<file path="src/hw/ipcb_pkg.sv">
package ipcb_pkg;

    // ****************************************************************
    // bus and register geometry
    // ****************************************************************
    localparam int IPCB_DATA_W   = 32;
    localparam int IPCB_ADDR_W   = 3;
    localparam int IPCB_BE_W     = 4;
    localparam int IPCB_REG_W    = 16;
    localparam int IPCB_NUM_REGS = 6;
    localparam int IPCB_NUM_SRC  = 19;

    // word index of each register (byte address is four times this)
    localparam logic [2:0] IPCB_IDX_CFG_4 = 3'h0;
    localparam logic [2:0] IPCB_IDX_CFG_5 = 3'h1;
    localparam logic [2:0] IPCB_IDX_CFG_6 = 3'h2;
    localparam logic [2:0] IPCB_IDX_CFG_7 = 3'h3;
    localparam logic [2:0] IPCB_IDX_CFG_8 = 3'h4;
    localparam logic [2:0] IPCB_IDX_CFG_9 = 3'h5;

    // implemented bits per register, entry 0 is priority_cfg_4
    localparam logic [5:0][15:0] IPCB_IMPL_MASK = {
        16'h7770, 16'h0077, 16'h7777, 16'h7770, 16'h7707, 16'h7777
    };
    // every implemented field resets to 3'b100
    localparam logic [15:0] IPCB_RST_PATTERN = 16'h4444;

    // ****************************************************************
    // field layout and priority codes
    // ****************************************************************
    localparam int IPCB_FLD_W     = 3;
    localparam int IPCB_SLOT3_LSB = 12;
    localparam int IPCB_SLOT2_LSB = 8;
    localparam int IPCB_SLOT1_LSB = 4;
    localparam int IPCB_SLOT0_LSB = 0;
    localparam logic [2:0] IPCB_PRIO_OFF = 3'h0;
    localparam logic [2:0] IPCB_PRIO_MIN = 3'h1;
    localparam logic [2:0] IPCB_PRIO_MAX = 3'h7;

    // source numbering on the flag and request vectors
    localparam int IPCB_SRC_PIN_CHANGE = 0;
    localparam int IPCB_SRC_COMPARATOR = 1;
    localparam int IPCB_SRC_I2C1_MST   = 2;
    localparam int IPCB_SRC_I2C1_SLV   = 3;
    localparam int IPCB_SRC_CAPTURE8   = 4;
    localparam int IPCB_SRC_CAPTURE7   = 5;
    localparam int IPCB_SRC_EXT_IRQ1   = 6;
    localparam int IPCB_SRC_TIMER4     = 7;
    localparam int IPCB_SRC_COMPARE4   = 8;
    localparam int IPCB_SRC_COMPARE3   = 9;
    localparam int IPCB_SRC_UART2_TX   = 10;
    localparam int IPCB_SRC_UART2_RX   = 11;
    localparam int IPCB_SRC_EXT_IRQ2   = 12;
    localparam int IPCB_SRC_TIMER5     = 13;
    localparam int IPCB_SRC_SPI2_EVT   = 14;
    localparam int IPCB_SRC_SPI2_FLT   = 15;
    localparam int IPCB_SRC_CAPTURE5   = 16;
    localparam int IPCB_SRC_CAPTURE4   = 17;
    localparam int IPCB_SRC_CAPTURE3   = 18;

endpackage

</file>
<file path="src/hw/ipcb_reg_if.sv">
`timescale 1ns/100ps
// register access between the bus slave and the register bank
interface ipcb_reg_if;
    import ipcb_pkg::*;
    logic                   wr_en;
    logic [IPCB_ADDR_W-1:0] idx;
    logic [IPCB_REG_W-1:0]  wdata;
    logic [1:0]             be;
    logic [IPCB_REG_W-1:0]  rdata;

    modport slave (output wr_en, output idx, output wdata, output be, input rdata);
    modport bank  (input wr_en, input idx, input wdata, input be, output rdata);
endinterface

</file>
<file path="src/hw/ipcb_avalon_slave.sv">
`timescale 1ns/100ps
module ipcb_avalon_slave
    import ipcb_pkg::*;
(
    input  wire logic                   sys_clk,
    input  wire logic                   rst_n,
    input  wire logic                   ce,
    input  wire logic [IPCB_ADDR_W-1:0] avs_address,
    input  wire logic                   avs_read,
    input  wire logic                   avs_write,
    input  wire logic [IPCB_DATA_W-1:0] avs_writedata,
    input  wire logic [IPCB_BE_W-1:0]   avs_byteenable,
    output logic [IPCB_DATA_W-1:0]      avs_readdata,
    output logic                        avs_waitrequest,
    ipcb_reg_if.slave                   rif
);

    // ****************************************************************
    // two-phase handshake
    // ****************************************************************
    typedef enum logic {IPCB_ST_IDLE, IPCB_ST_ACK} ipcb_state_t;

    ipcb_state_t            state_reg;
    ipcb_state_t            state_next;
    logic [IPCB_REG_W-1:0]  readdata_reg;
    wire                    req_seen;

    // a request is taken one cycle after it appears, so read data is
    // always captured before waitrequest falls
    assign req_seen = avs_read | avs_write;

    always_comb begin
        case (state_reg)
            IPCB_ST_IDLE: state_next = req_seen ? IPCB_ST_ACK : IPCB_ST_IDLE;
            IPCB_ST_ACK:  state_next = IPCB_ST_IDLE;
            default:      state_next = IPCB_ST_IDLE;
        endcase
    end

    // state and read data capture
    always_ff @(posedge sys_clk) begin
        if (!rst_n) begin
            state_reg    <= IPCB_ST_IDLE;
            readdata_reg <= 16'h0000;
        end else if (ce) begin
            state_reg <= state_next;
            if (state_reg == IPCB_ST_IDLE && avs_read) begin
                readdata_reg <= rif.rdata;
            end
        end
    end

    // write lands at the edge where waitrequest is seen low
    assign rif.wr_en       = (state_reg == IPCB_ST_ACK) & avs_write & ce;
    assign rif.idx         = avs_address;
    assign rif.wdata       = avs_writedata[IPCB_REG_W-1:0];
    assign rif.be          = avs_byteenable[1:0];
    // a frozen ack cycle would tell the master its write landed when it did not
    assign avs_waitrequest = (state_reg != IPCB_ST_ACK) | ~ce;
    assign avs_readdata    = {16'h0000, readdata_reg};  // upper half always zero

endmodule

</file>
<file path="src/hw/ipcb_bank.sv">
// Decided for this implementation: the Avalon-MM interface to the registers and the register addresses.
`timescale 1ns/100ps
module ipcb_bank
    import ipcb_pkg::*;
(
    input  wire logic                    sys_clk,
    input  wire logic                    rst_n,
    input  wire logic                    ce,
    // avalon-mm slave
    input  wire logic [IPCB_ADDR_W-1:0]  avs_address,
    input  wire logic                    avs_read,
    input  wire logic                    avs_write,
    input  wire logic [IPCB_DATA_W-1:0]  avs_writedata,
    input  wire logic [IPCB_BE_W-1:0]    avs_byteenable,
    output logic [IPCB_DATA_W-1:0]       avs_readdata,
    output logic                         avs_waitrequest,
    // raw source flags and gated requests
    input  wire logic [IPCB_NUM_SRC-1:0] src_flag,
    output logic [IPCB_NUM_SRC-1:0]      src_req,
    // priority fields towards arbitration
    output logic [2:0]                   pin_change_prio,
    output logic [2:0]                   comparator_prio,
    output logic [2:0]                   i2c_one_master_prio,
    output logic [2:0]                   i2c_one_slave_prio,
    output logic [2:0]                   capture_eight_prio,
    output logic [2:0]                   capture_seven_prio,
    output logic [2:0]                   ext_irq_one_prio,
    output logic [2:0]                   timer_four_prio,
    output logic [2:0]                   compare_four_prio,
    output logic [2:0]                   compare_three_prio,
    output logic [2:0]                   uart_two_tx_prio,
    output logic [2:0]                   uart_two_rx_prio,
    output logic [2:0]                   ext_irq_two_prio,
    output logic [2:0]                   timer_five_prio,
    output logic [2:0]                   spi_two_event_prio,
    output logic [2:0]                   spi_two_fault_prio,
    output logic [2:0]                   capture_five_prio,
    output logic [2:0]                   capture_four_prio,
    output logic [2:0]                   capture_three_prio
);

    // ****************************************************************
    // helpers
    // ****************************************************************

    // true for an index that names one of the six registers
    function automatic logic idx_hit(input logic [IPCB_ADDR_W-1:0] idx);
        idx_hit = (idx < IPCB_ADDR_W'(IPCB_NUM_REGS));
    endfunction

    // a field passes its flag only when its code is non-zero
    function automatic logic prio_enabled(input logic [2:0] code);
        prio_enabled = (code != IPCB_PRIO_OFF);
    endfunction

    // ****************************************************************
    // bus slave
    // ****************************************************************
    ipcb_reg_if rif ();

    ipcb_avalon_slave u_slave (
        .sys_clk         (sys_clk),
        .rst_n           (rst_n),
        .ce              (ce),
        .avs_address     (avs_address),
        .avs_read        (avs_read),
        .avs_write       (avs_write),
        .avs_writedata   (avs_writedata),
        .avs_byteenable  (avs_byteenable),
        .avs_readdata    (avs_readdata),
        .avs_waitrequest (avs_waitrequest),
        .rif             (rif)
    );

    // ****************************************************************
    // register storage
    // ****************************************************************
    logic [IPCB_REG_W-1:0] cfg_reg  [IPCB_NUM_REGS];
    logic [IPCB_REG_W-1:0] cfg_next [IPCB_NUM_REGS];
    wire                   wr_hit;
    wire  [IPCB_REG_W-1:0] lane_mask;

    // unmapped indices are neither written nor read back
    assign wr_hit    = rif.wr_en & idx_hit(rif.idx);
    // byte enables 3 and 2 cover the always-zero upper half
    assign lane_mask = {{8{rif.be[1]}}, {8{rif.be[0]}}};

    genvar gi;
    generate
        for (gi = 0; gi < IPCB_NUM_REGS; gi++) begin : g_reg
            wire [IPCB_REG_W-1:0] keep_mask;
            wire                  sel;

            // only implemented bits in enabled lanes may change
            assign keep_mask = IPCB_IMPL_MASK[gi] & lane_mask;
            assign sel       = wr_hit & (rif.idx == IPCB_ADDR_W'(gi));
            assign cfg_next[gi] = sel ?
                ((rif.wdata & keep_mask) | (cfg_reg[gi] & ~keep_mask)) : cfg_reg[gi];

            // one clocked word per register; ce freezes it
            always_ff @(posedge sys_clk) begin
                if (!rst_n) begin
                    cfg_reg[gi] <= IPCB_RST_PATTERN & IPCB_IMPL_MASK[gi];
                end else if (ce) begin
                    cfg_reg[gi] <= cfg_next[gi] & IPCB_IMPL_MASK[gi];
                end
            end
        end
    endgenerate

    // read mux; unimplemented bits are never stored, so they read zero
    assign rif.rdata = idx_hit(rif.idx) ? cfg_reg[rif.idx] : 16'h0000;

    // ****************************************************************
    // field extraction
    // ****************************************************************
    logic [2:0] fld [IPCB_NUM_SRC];

    // the code is the level itself: 7 highest, 1 lowest, 0 off
    // first register
    assign fld[IPCB_SRC_PIN_CHANGE] =
        cfg_reg[IPCB_IDX_CFG_4][IPCB_SLOT3_LSB +: IPCB_FLD_W];
    assign fld[IPCB_SRC_COMPARATOR] =
        cfg_reg[IPCB_IDX_CFG_4][IPCB_SLOT2_LSB +: IPCB_FLD_W];
    assign fld[IPCB_SRC_I2C1_MST]   =
        cfg_reg[IPCB_IDX_CFG_4][IPCB_SLOT1_LSB +: IPCB_FLD_W];
    assign fld[IPCB_SRC_I2C1_SLV]   =
        cfg_reg[IPCB_IDX_CFG_4][IPCB_SLOT0_LSB +: IPCB_FLD_W];

    // second register, bits 7..3 absent
    assign fld[IPCB_SRC_CAPTURE8]   =
        cfg_reg[IPCB_IDX_CFG_5][IPCB_SLOT3_LSB +: IPCB_FLD_W];
    assign fld[IPCB_SRC_CAPTURE7]   =
        cfg_reg[IPCB_IDX_CFG_5][IPCB_SLOT2_LSB +: IPCB_FLD_W];
    assign fld[IPCB_SRC_EXT_IRQ1]   =
        cfg_reg[IPCB_IDX_CFG_5][IPCB_SLOT0_LSB +: IPCB_FLD_W];

    // third register, bits 3..0 absent
    assign fld[IPCB_SRC_TIMER4]     =
        cfg_reg[IPCB_IDX_CFG_6][IPCB_SLOT3_LSB +: IPCB_FLD_W];
    assign fld[IPCB_SRC_COMPARE4]   =
        cfg_reg[IPCB_IDX_CFG_6][IPCB_SLOT2_LSB +: IPCB_FLD_W];
    assign fld[IPCB_SRC_COMPARE3]   =
        cfg_reg[IPCB_IDX_CFG_6][IPCB_SLOT1_LSB +: IPCB_FLD_W];

    // fourth register, fully populated
    assign fld[IPCB_SRC_UART2_TX]   =
        cfg_reg[IPCB_IDX_CFG_7][IPCB_SLOT3_LSB +: IPCB_FLD_W];
    assign fld[IPCB_SRC_UART2_RX]   =
        cfg_reg[IPCB_IDX_CFG_7][IPCB_SLOT2_LSB +: IPCB_FLD_W];
    assign fld[IPCB_SRC_EXT_IRQ2]   =
        cfg_reg[IPCB_IDX_CFG_7][IPCB_SLOT1_LSB +: IPCB_FLD_W];
    assign fld[IPCB_SRC_TIMER5]     =
        cfg_reg[IPCB_IDX_CFG_7][IPCB_SLOT0_LSB +: IPCB_FLD_W];

    // fifth register, bits 15..7 absent
    assign fld[IPCB_SRC_SPI2_EVT]   =
        cfg_reg[IPCB_IDX_CFG_8][IPCB_SLOT1_LSB +: IPCB_FLD_W];
    assign fld[IPCB_SRC_SPI2_FLT]   =
        cfg_reg[IPCB_IDX_CFG_8][IPCB_SLOT0_LSB +: IPCB_FLD_W];

    // sixth register, bits 3..0 absent
    assign fld[IPCB_SRC_CAPTURE5]   =
        cfg_reg[IPCB_IDX_CFG_9][IPCB_SLOT3_LSB +: IPCB_FLD_W];
    assign fld[IPCB_SRC_CAPTURE4]   =
        cfg_reg[IPCB_IDX_CFG_9][IPCB_SLOT2_LSB +: IPCB_FLD_W];
    assign fld[IPCB_SRC_CAPTURE3]   =
        cfg_reg[IPCB_IDX_CFG_9][IPCB_SLOT1_LSB +: IPCB_FLD_W];

    // ****************************************************************
    // arbitration-facing outputs
    // ****************************************************************

    // straight from the register flops, no extra stage
    assign pin_change_prio     = fld[IPCB_SRC_PIN_CHANGE];
    assign comparator_prio     = fld[IPCB_SRC_COMPARATOR];
    assign i2c_one_master_prio = fld[IPCB_SRC_I2C1_MST];
    assign i2c_one_slave_prio  = fld[IPCB_SRC_I2C1_SLV];
    assign capture_eight_prio  = fld[IPCB_SRC_CAPTURE8];
    assign capture_seven_prio  = fld[IPCB_SRC_CAPTURE7];
    assign ext_irq_one_prio    = fld[IPCB_SRC_EXT_IRQ1];
    assign timer_four_prio     = fld[IPCB_SRC_TIMER4];
    assign compare_four_prio   = fld[IPCB_SRC_COMPARE4];
    assign compare_three_prio  = fld[IPCB_SRC_COMPARE3];
    assign uart_two_tx_prio    = fld[IPCB_SRC_UART2_TX];
    assign uart_two_rx_prio    = fld[IPCB_SRC_UART2_RX];
    assign ext_irq_two_prio    = fld[IPCB_SRC_EXT_IRQ2];
    assign timer_five_prio     = fld[IPCB_SRC_TIMER5];
    assign spi_two_event_prio  = fld[IPCB_SRC_SPI2_EVT];
    assign spi_two_fault_prio  = fld[IPCB_SRC_SPI2_FLT];
    assign capture_five_prio   = fld[IPCB_SRC_CAPTURE5];
    assign capture_four_prio   = fld[IPCB_SRC_CAPTURE4];
    assign capture_three_prio  = fld[IPCB_SRC_CAPTURE3];

    // ****************************************************************
    // request gating
    // ****************************************************************
    logic [IPCB_NUM_SRC-1:0] src_req_reg;
    wire  [IPCB_NUM_SRC-1:0] src_req_next;

    // a disabled source is blocked however long its flag stays high;
    // registering costs one cycle but keeps the output glitch free
    generate
        for (gi = 0; gi < IPCB_NUM_SRC; gi++) begin : g_req
            assign src_req_next[gi] = src_flag[gi] & prio_enabled(fld[gi]);
        end
    endgenerate

    // request flops
    always_ff @(posedge sys_clk) begin
        if (!rst_n) begin
            src_req_reg <= 19'h00000;
        end else if (ce) begin
            src_req_reg <= src_req_next;
        end
    end

    assign src_req = src_req_reg;

endmodule

</file>
<file path="config.mk">
export PLATFORM = sky130hd
export DESIGN_NAME = ipcb_bank
export DESIGN_NICKNAME = d
export VERILOG_FILES = /design/src/hw/ipcb_pkg.sv /design/src/hw/ipcb_reg_if.sv /design/src/hw/ipcb_avalon_slave.sv /design/src/hw/ipcb_bank.sv
export SDC_FILE = /design/constraint.sdc
export NUM_CORES = 1
export LEC_CHECK = 0
export BUFFER_PORTS_ARGS = -buffer_cell sky130_fd_sc_hd__clkbuf_2
export CELL_PAD_IN_SITES_DETAIL_PLACEMENT = 0
export CELL_PAD_IN_SITES_GLOBAL_PLACEMENT = 2
export CORE_ASPECT_RATIO = 1.1
export CORE_MARGIN = 2
export CORE_UTILIZATION = 31
export CTS_CLUSTER_SIZE = 8
export DETAILED_ROUTE_END_ITERATION = 6
export HOLD_SLACK_MARGIN = 0.15
export MAX_ROUTING_LAYER = met4
export PLACE_DENSITY = 0.94
export RECOVER_POWER = 100
export SETUP_SLACK_MARGIN = 0.2
export SLEW_MARGIN = 20
export SYNTH_ARGS = -nofsm -noshare
export SYNTH_HDL_FRONTEND = slang
export SYNTH_SLANG_ARGS = --single-unit
</file>
<file path="constraint.sdc">
create_clock -name sys_clk -period 4 [get_ports sys_clk]
set_clock_uncertainty 0.05 [all_clocks]
set_input_delay 0.4 -clock sys_clk [delete_from_list [all_inputs] [get_ports sys_clk]]
set_output_delay 0.4 -clock sys_clk [all_outputs]
set_load 0.02 [all_outputs]
</file>
==> results of run 1 <==
## final cells by class
cell class	instances	area, sq um
multi-input combinational	279	1740
inverter	20	75.1
sequential	89	2350
timing repair buffer	138	573
clock inverter	1	5.00
clock buffer	15	258
fill	1452	8550
tap	188	235
## worst max-delay path, delay by kind of cell
kind	cells	cell delay (ns)
simple gates	1	0.15
buf+inv	2	1.58
compound gates	1	0.60
## cell families (layout without fill, tap and decap cells)
logic type / after synthesis / count (layout) / synth area share, %
AO/OA/AOI/OAI: 138 / 138 / 19.7
AND/OR/NAND/NOR: 101 / 101 / 13.4
flip-flops: 89 / 89 / 53.9
buffers and inverters: 67 / 174 / 7.91
multiplexers: 20 / 20 / 5.10
other: 1 / 20 / 0.0859
## through the flow
step	cells	setup slack, ns
2_1_floorplan	435	1.73
3_3_place_gp	714	1.58
3_5_place_dp	714	1.49
4_1_cts	730	1.82
5_1_grt	730	0.972
6_report	730	1.23
## routing by layer
layer	routed length, um	track usage [%]
met1	5740	23.2
met2	6500	28.5
met3	776	2.50
met4	302	7.27
met5	0	-
## worst min-delay path by stage
stage	start	endpoint	slack, ns	depth (start not counted)
CTS	src_flag[4]	src_req[4]$_SDFFE_PN0P_	0.29	3
detailed placement	src_req[7]$_SDFFE_PN0P_	src_req[7]$_SDFFE_PN0P_	0.41	2
global placement	src_req[4]$_SDFFE_PN0P_	src_req[4]$_SDFFE_PN0P_	0.40	2
finish	src_flag[4]	src_req[4]$_SDFFE_PN0P_	0.29	3
floorplan	u_slave.state_reg$_SDFFE_PN0P_	u_slave.state_reg$_SDFFE_PN0P_	0.43	2
global route	src_flag[8]	src_req[8]$_SDFFE_PN0P_	0.30	3
## power breakdown
group	leakage [uW]	switching [uW]	total, uW	internal (uW)
Sequential	0.000804	41.4	1070	1030
Combinational	0.000951	199	287	88.4
Clock	0.000128	336	775	439
## cells in the mapped netlist (all sizes together)
library cell,instances,share of area (%)
a21oi,62,7.1
o311ai,19,3.8
inv,19,1.6
conb,1,0.086
and2b,1,0.17
buf,31,4.8
clkbuf,16,1.4
o21ai,27,3.1
clkinv,1,0.086
edfxtp,57,39
and3b,2,0.40
nand2b,61,8.7
nand3b,2,0.43
and2,3,0.43
dfxtp,32,15
nand3,7,0.80
o31ai,5,0.86
a221oi,9,1.8
o211a,1,0.23
mux2i,2,0.46
a222oi,3,0.69
a22oi,12,2.1
nor2b,2,0.29
nor2,2,0.23
and4,1,0.20
nand2,20,1.7
mux2,18,4.6
==> flow_metrics.py, run 1 <==
metrics = {
    "run_status": {
        "status": "finished, violations left",
        "violations": "capacitance limit, slew limit",
    },
    "drt": {
        "drtPass1Iterations": 5,
        "drtAntennaViolNets": 0,
        "drt_iter0_drc": 226,
        "viasPerCell": 5.08,
        "drt-total-wl_mm": 13.3,
        "wl_per_cell_um": 18.2,
        "drc": 0,
        "via_count": 3708,
    },
    "critical_path": {
        "cp-start-kind": "input port",
        "crit_chain": "clkbuf_1 > nand2b_1 > o21ai_0 > clkbuf_1",
        "r2r-start": "u_slave.state_reg$_SDFFE_PN0P_",
        "cp.required_ns": 3.96,
        "endpoint": "cfg_reg[5][6]$_SDFFCE_PN0P_",
        "max_stage_delay_ns": 1.21,
        "crit_arrival_ns": 2.73,
        "crit_fanout": 31,
        "critPathKind": "in -> reg",
        "r2r-end": "cfg_reg[0][0]$_SDFFCE_PN0P_",
        "startpoint": "avs_address[0]",
        "crit_path_end_kind": "flip-flop",
        "r2r_cells": 4,
        "rrSetupSlack_ns": 1.53,
        "critPathSlowestCell": "clkbuf_1",
        "cpMostUsedCell": "clkbuf_1",
    },
    "pwr": {
        "finalPower_uw": 2130,
        "power_density_mw_per_mm2": 406,
        "leakage_uw": 0.00188,
        "ir_drop_v": 0.000203,
    },
    "sta": {
        "min_period_over_period_pct": 69.2,
        "setup_tns_ns": 0,
        "max_freq_mhz": 361,
        "slew_violations": 32,
        "hold_slack_ns": 0.290,
        "rsz0062_at_grt": "no",
        "fin_crit_ns": 2.77,
        "hold_viol": 0,
        "setup_violations": 0,
        "relSlewSlack_pct": -14.1,
        "tightest_slew_ns": 1.71,
    },
    "place": {
        "io_buffers": 129,
        "dp_hpwl_mm": 9.72,
        "dpl_cell_area_sq_mm": 0.00512,
        "place_congestion": 0.876,
    },
    "synth": {
        "yosys_warnings": 0,
        "ys_seq_area_share_pct": 53.9,
        "syn_avg_cell_area_sq_um": 10.5,
        "syn_area_sq_mm": 0.00437,
        "ys_ff_latch": 89,
        "ys_types": 32,
        "postSynthCellCount": 416,
    },
    "die": {
        "core-area_sq_mm": 0.0138,
        "die_area_sq_mm": 0.0151,
        "core.rowCount": 45,
        "pin_count": 172,
        "dieWidth_um": 117,
        "start_util_pct": 31.7,
        "dieHeight_um": 128,
    },
    "global_route": {
        "overflow": 0,
        "grt_pass1_wl_mm": 19.8,
        "grt_start_max_net_pins": 45,
        "track_usage_pct": 18.0,
        "antenna_found_initial": 0,
        "grt_pass1_vias": 3603,
    },
    "clock_tree": {
        "ctsHtreeMaxLevel": 3,
        "tritoncts": "done",
        "cts_resized": 0,
        "cts_made_buffers": 9,
        "cts_buffer_depth": 2,
        "post_cts_buffers": 0,
        "root_buffer": "clkbuf_16",
        "cts-hold-fix-buffers": 0,
        "path_clk_slew_ns": 0.06,
        "clk_latency_ns": 0.34,
        "clock-sinks": 89,
    },
    "flow_run": {
        "drv_cap": 1,
    },
    "cells_and_area": {
        "layout_common_cells": "103 x clkbuf_1, 62 x a21oi_1, 61 x nand2b_1",
        "final_common_cell": "clkbuf_1",
        "stdcell_area_sq_mm": 0.00524,
        "drive_gt1_share_pct": 13.1,
        "diodes": 0,
        "area_growth_syn_to_layout_pct": 20.0,
        "nets": 600,
        "largest_reg_flops": 57,
        "utilization_pct": 38.0,
    },
    "worst_hold_path": {
        "hold_path_class": "in -> reg",
    },
}
Power figures use the tool's default switching activity.
==> run 2: changes to the inputs <==
--- a/config.mk
+++ b/config.mk
@@ -10,12 +10,12 @@
 export CELL_PAD_IN_SITES_GLOBAL_PLACEMENT = 2
 export CORE_ASPECT_RATIO = 1.1
 export CORE_MARGIN = 2
-export CORE_UTILIZATION = 31
+export CORE_UTILIZATION = 29
 export CTS_CLUSTER_SIZE = 8
 export DETAILED_ROUTE_END_ITERATION = 6
 export HOLD_SLACK_MARGIN = 0.15
 export MAX_ROUTING_LAYER = met4
-export PLACE_DENSITY = 0.94
+export PLACE_DENSITY = 0.9
 export RECOVER_POWER = 100
 export SETUP_SLACK_MARGIN = 0.2
 export SLEW_MARGIN = 20
==> constraint.sdc (replaced) <==
create_clock -name sys_clk -period 2.65 [get_ports sys_clk]
set_clock_uncertainty 0.05 [all_clocks]
set_input_delay 0.265 -clock sys_clk [delete_from_list [all_inputs] [get_ports sys_clk]]
set_output_delay 0.265 -clock sys_clk [all_outputs]
set_load 0.02 [all_outputs]
==> run 2 against run 1 <==
The flow now finishes without violations. Cell count increased by 2.9%. Sequential power rose by 50%. Utilization decreased by 1.4 points. Die area is 6.7% higher. Critical path type is now reg -> reg. Critical endpoint is now cfg_reg[0][7]$_SDFFCE_PN0P_.
==> flow_metrics.py, run 2 (synthesis results as in run 1) <==
metrics = {
    "clock_tree": {
        "clk_latency_ns": 0.35,
        "post_cts_buffers": 0,
        "cts-hold-fix-buffers": 7,
        "cts_made_buffers": 9,
        "ctsHtreeMaxLevel": 3,
        "tritoncts": "done",
        "path_clk_slew_ns": 0.06,
        "root_buffer": "clkbuf_16",
        "clock-sinks": 89,
        "cts_resized": 0,
        "cts_buffer_depth": 2,
    },
    "global_route": {
        "antenna_found_initial": 0,
        "grt_start_max_net_pins": 44,
        "grt_pass1_wl_mm": 20.8,
        "track_usage_pct": 17.3,
        "grt_pass1_vias": 3687,
        "overflow": 0,
    },
    "critical_path": {
        "crit_arrival_ns": 2.09,
        "critPathSlowestCell": "o31ai_1",
        "rrSetupSlack_ns": 0.55,
        "critPathKind": "reg -> reg",
        "r2r-end": "cfg_reg[0][7]$_SDFFCE_PN0P_",
        "crit_path_end_kind": "flip-flop",
        "r2r-start": "u_slave.state_reg$_SDFFE_PN0P_",
        "r2r_cells": 4,
        "cp.required_ns": 2.65,
        "crit_chain": "and4_1 > nand2b_1 > o31ai_1 > buf_4",
        "cp-start-kind": "flip-flop",
        "max_stage_delay_ns": 0.61,
        "crit_fanout": 9,
    },
    "sta": {
        "tightest_slew_ns": 0.800,
        "rsz0062_at_grt": "no",
        "max_freq_mhz": 477,
        "hold_slack_ns": 0.180,
        "setup_tns_ns": 0,
        "min_period_over_period_pct": 79.1,
        "setup_violations": 0,
        "fin_crit_ns": 2.10,
        "relSlewSlack_pct": 46.6,
        "hold_viol": 0,
        "slew_violations": 0,
    },
    "drt": {
        "drc": 0,
        "drt-total-wl_mm": 13.4,
        "drt_iter0_drc": 213,
        "via_count": 3759,
        "drtPass1Iterations": 6,
        "wl_per_cell_um": 17.9,
        "viasPerCell": 5.01,
        "drtAntennaViolNets": 0,
    },
    "cells_and_area": {
        "final_common_cell": "clkbuf_1",
        "fillerInstances": 1546,
        "seq_area_sq_mm": 0.00235,
        "diodes": 0,
        "multiInputGateArea_sq_mm": 0.00174,
        "drive_gt1_share_pct": 14.4,
        "nets": 613,
        "layout_common_cells": "99 x clkbuf_1, 62 x a21oi_1, 61 x nand2b_1",
        "largest_reg_flops": 57,
        "area_growth_syn_to_layout_pct": 24.5,
    },
    "worst_hold_path": {
        "hold_path_class": "in -> reg",
        "min_to": "src_req[18]$_SDFFE_PN0P_",
        "hold_start": "src_flag[18]",
        "hold_depth": 3,
    },
    "die": {
        "core.rowCount": 47,
        "pin_count": 172,
        "dieWidth_um": 121,
        "dieHeight_um": 133,
        "die_area_sq_mm": 0.0161,
        "start_util_pct": 29.4,
        "core-area_sq_mm": 0.0149,
    },
    "pwr": {
        "leakage_uw": 0.00197,
        "power_density_mw_per_mm2": 654,
        "ir_drop_v": 0.000298,
    },
    "place": {
        "io_buffers": 129,
        "dp_hpwl_mm": 9.96,
        "place_congestion": 0.874,
    },
    "run_status": {
        "status": "completed",
    },
    "flow_run": {
        "drv_cap": 0,
    },
}
run 2: cell count changes in the layout (fill, tap and decap cells not counted), sizes merged:
cell,delta
buf,+2
bufinv,+3
clkbuf,-2
clkinvlp,+1
dlygate4sd3,+7
inv,+2
run 2: final cells by class:
type	instances	share of cell area, %
Sequential cell	89	43.2
Clock buffer	9	4.14
Tap cell	196	4.51
Timing Repair Buffer	151	12.4
Inverter	20	1.38
Clock inverter	7	2.32
Multi-Input combinational cell	279	32.0
run 2: metrics by stage:
| step | utilization [%] | instance area (sq um) | cells | total power [uW] | setup WS [ns] |
|---|---|---|---|---|---|
| finish | 36.6 | 5440 | 751 | 3560 | 0.553 |
| global route | 36.6 | 5440 | 751 | 3690 | 0.344 |
| CTS | 37.6 | 5600 | 751 | 3620 | 0.762 |
| detailed placement | 34.8 | 5180 | 728 | 2100 | 0.629 |
| global placement | 34.8 | 5180 | 728 | 2090 | 0.682 |
| floorplan | - | 4440 | 435 | 1940 | 0.511 |
run 2: how the worst max path moves through the flow:
stage / from / to / slack (ns) / cells after the start
after floorplan: ce / cfg_reg[0][0]$_SDFFCE_PN0P_ / 0.51 / 4
after global placement: ce / cfg_reg[2][8]$_SDFFCE_PN1P_ / 0.68 / 5
after detailed placement: ce / cfg_reg[2][11]$_SDFFCE_PN1P_ / 0.63 / 5
after CTS: u_slave.state_reg$_SDFFE_PN0P_ / cfg_reg[0][0]$_SDFFCE_PN0P_ / 0.76 / 4
after global routing: ce / cfg_reg[2][8]$_SDFFCE_PN1P_ / 0.34 / 5
final: u_slave.state_reg$_SDFFE_PN0P_ / cfg_reg[0][7]$_SDFFCE_PN0P_ / 0.55 / 4
run 2: worst max-delay path, delay by kind of cell (launching register included):
family,cells,cell delay [ns]
flops,1,0.41
compound gates,1,0.61
buf+inv,1,0.33
simple gates,2,0.39
run 2: routing by layer:
| layer | track usage (%) | routed length, um |
|---|---|---|
| met5 | - | 0 |
| met4 | 6.01 | 264 |
| met3 | 2.63 | 753 |
| met2 | 28.1 | 6730 |
| met1 | 21.9 | 5680 |
run 2: power by group:
group / internal (uW) / switching, uW
clock: 933 / 571
combinational: 142 / 300
sequential: 1550 / 64.2
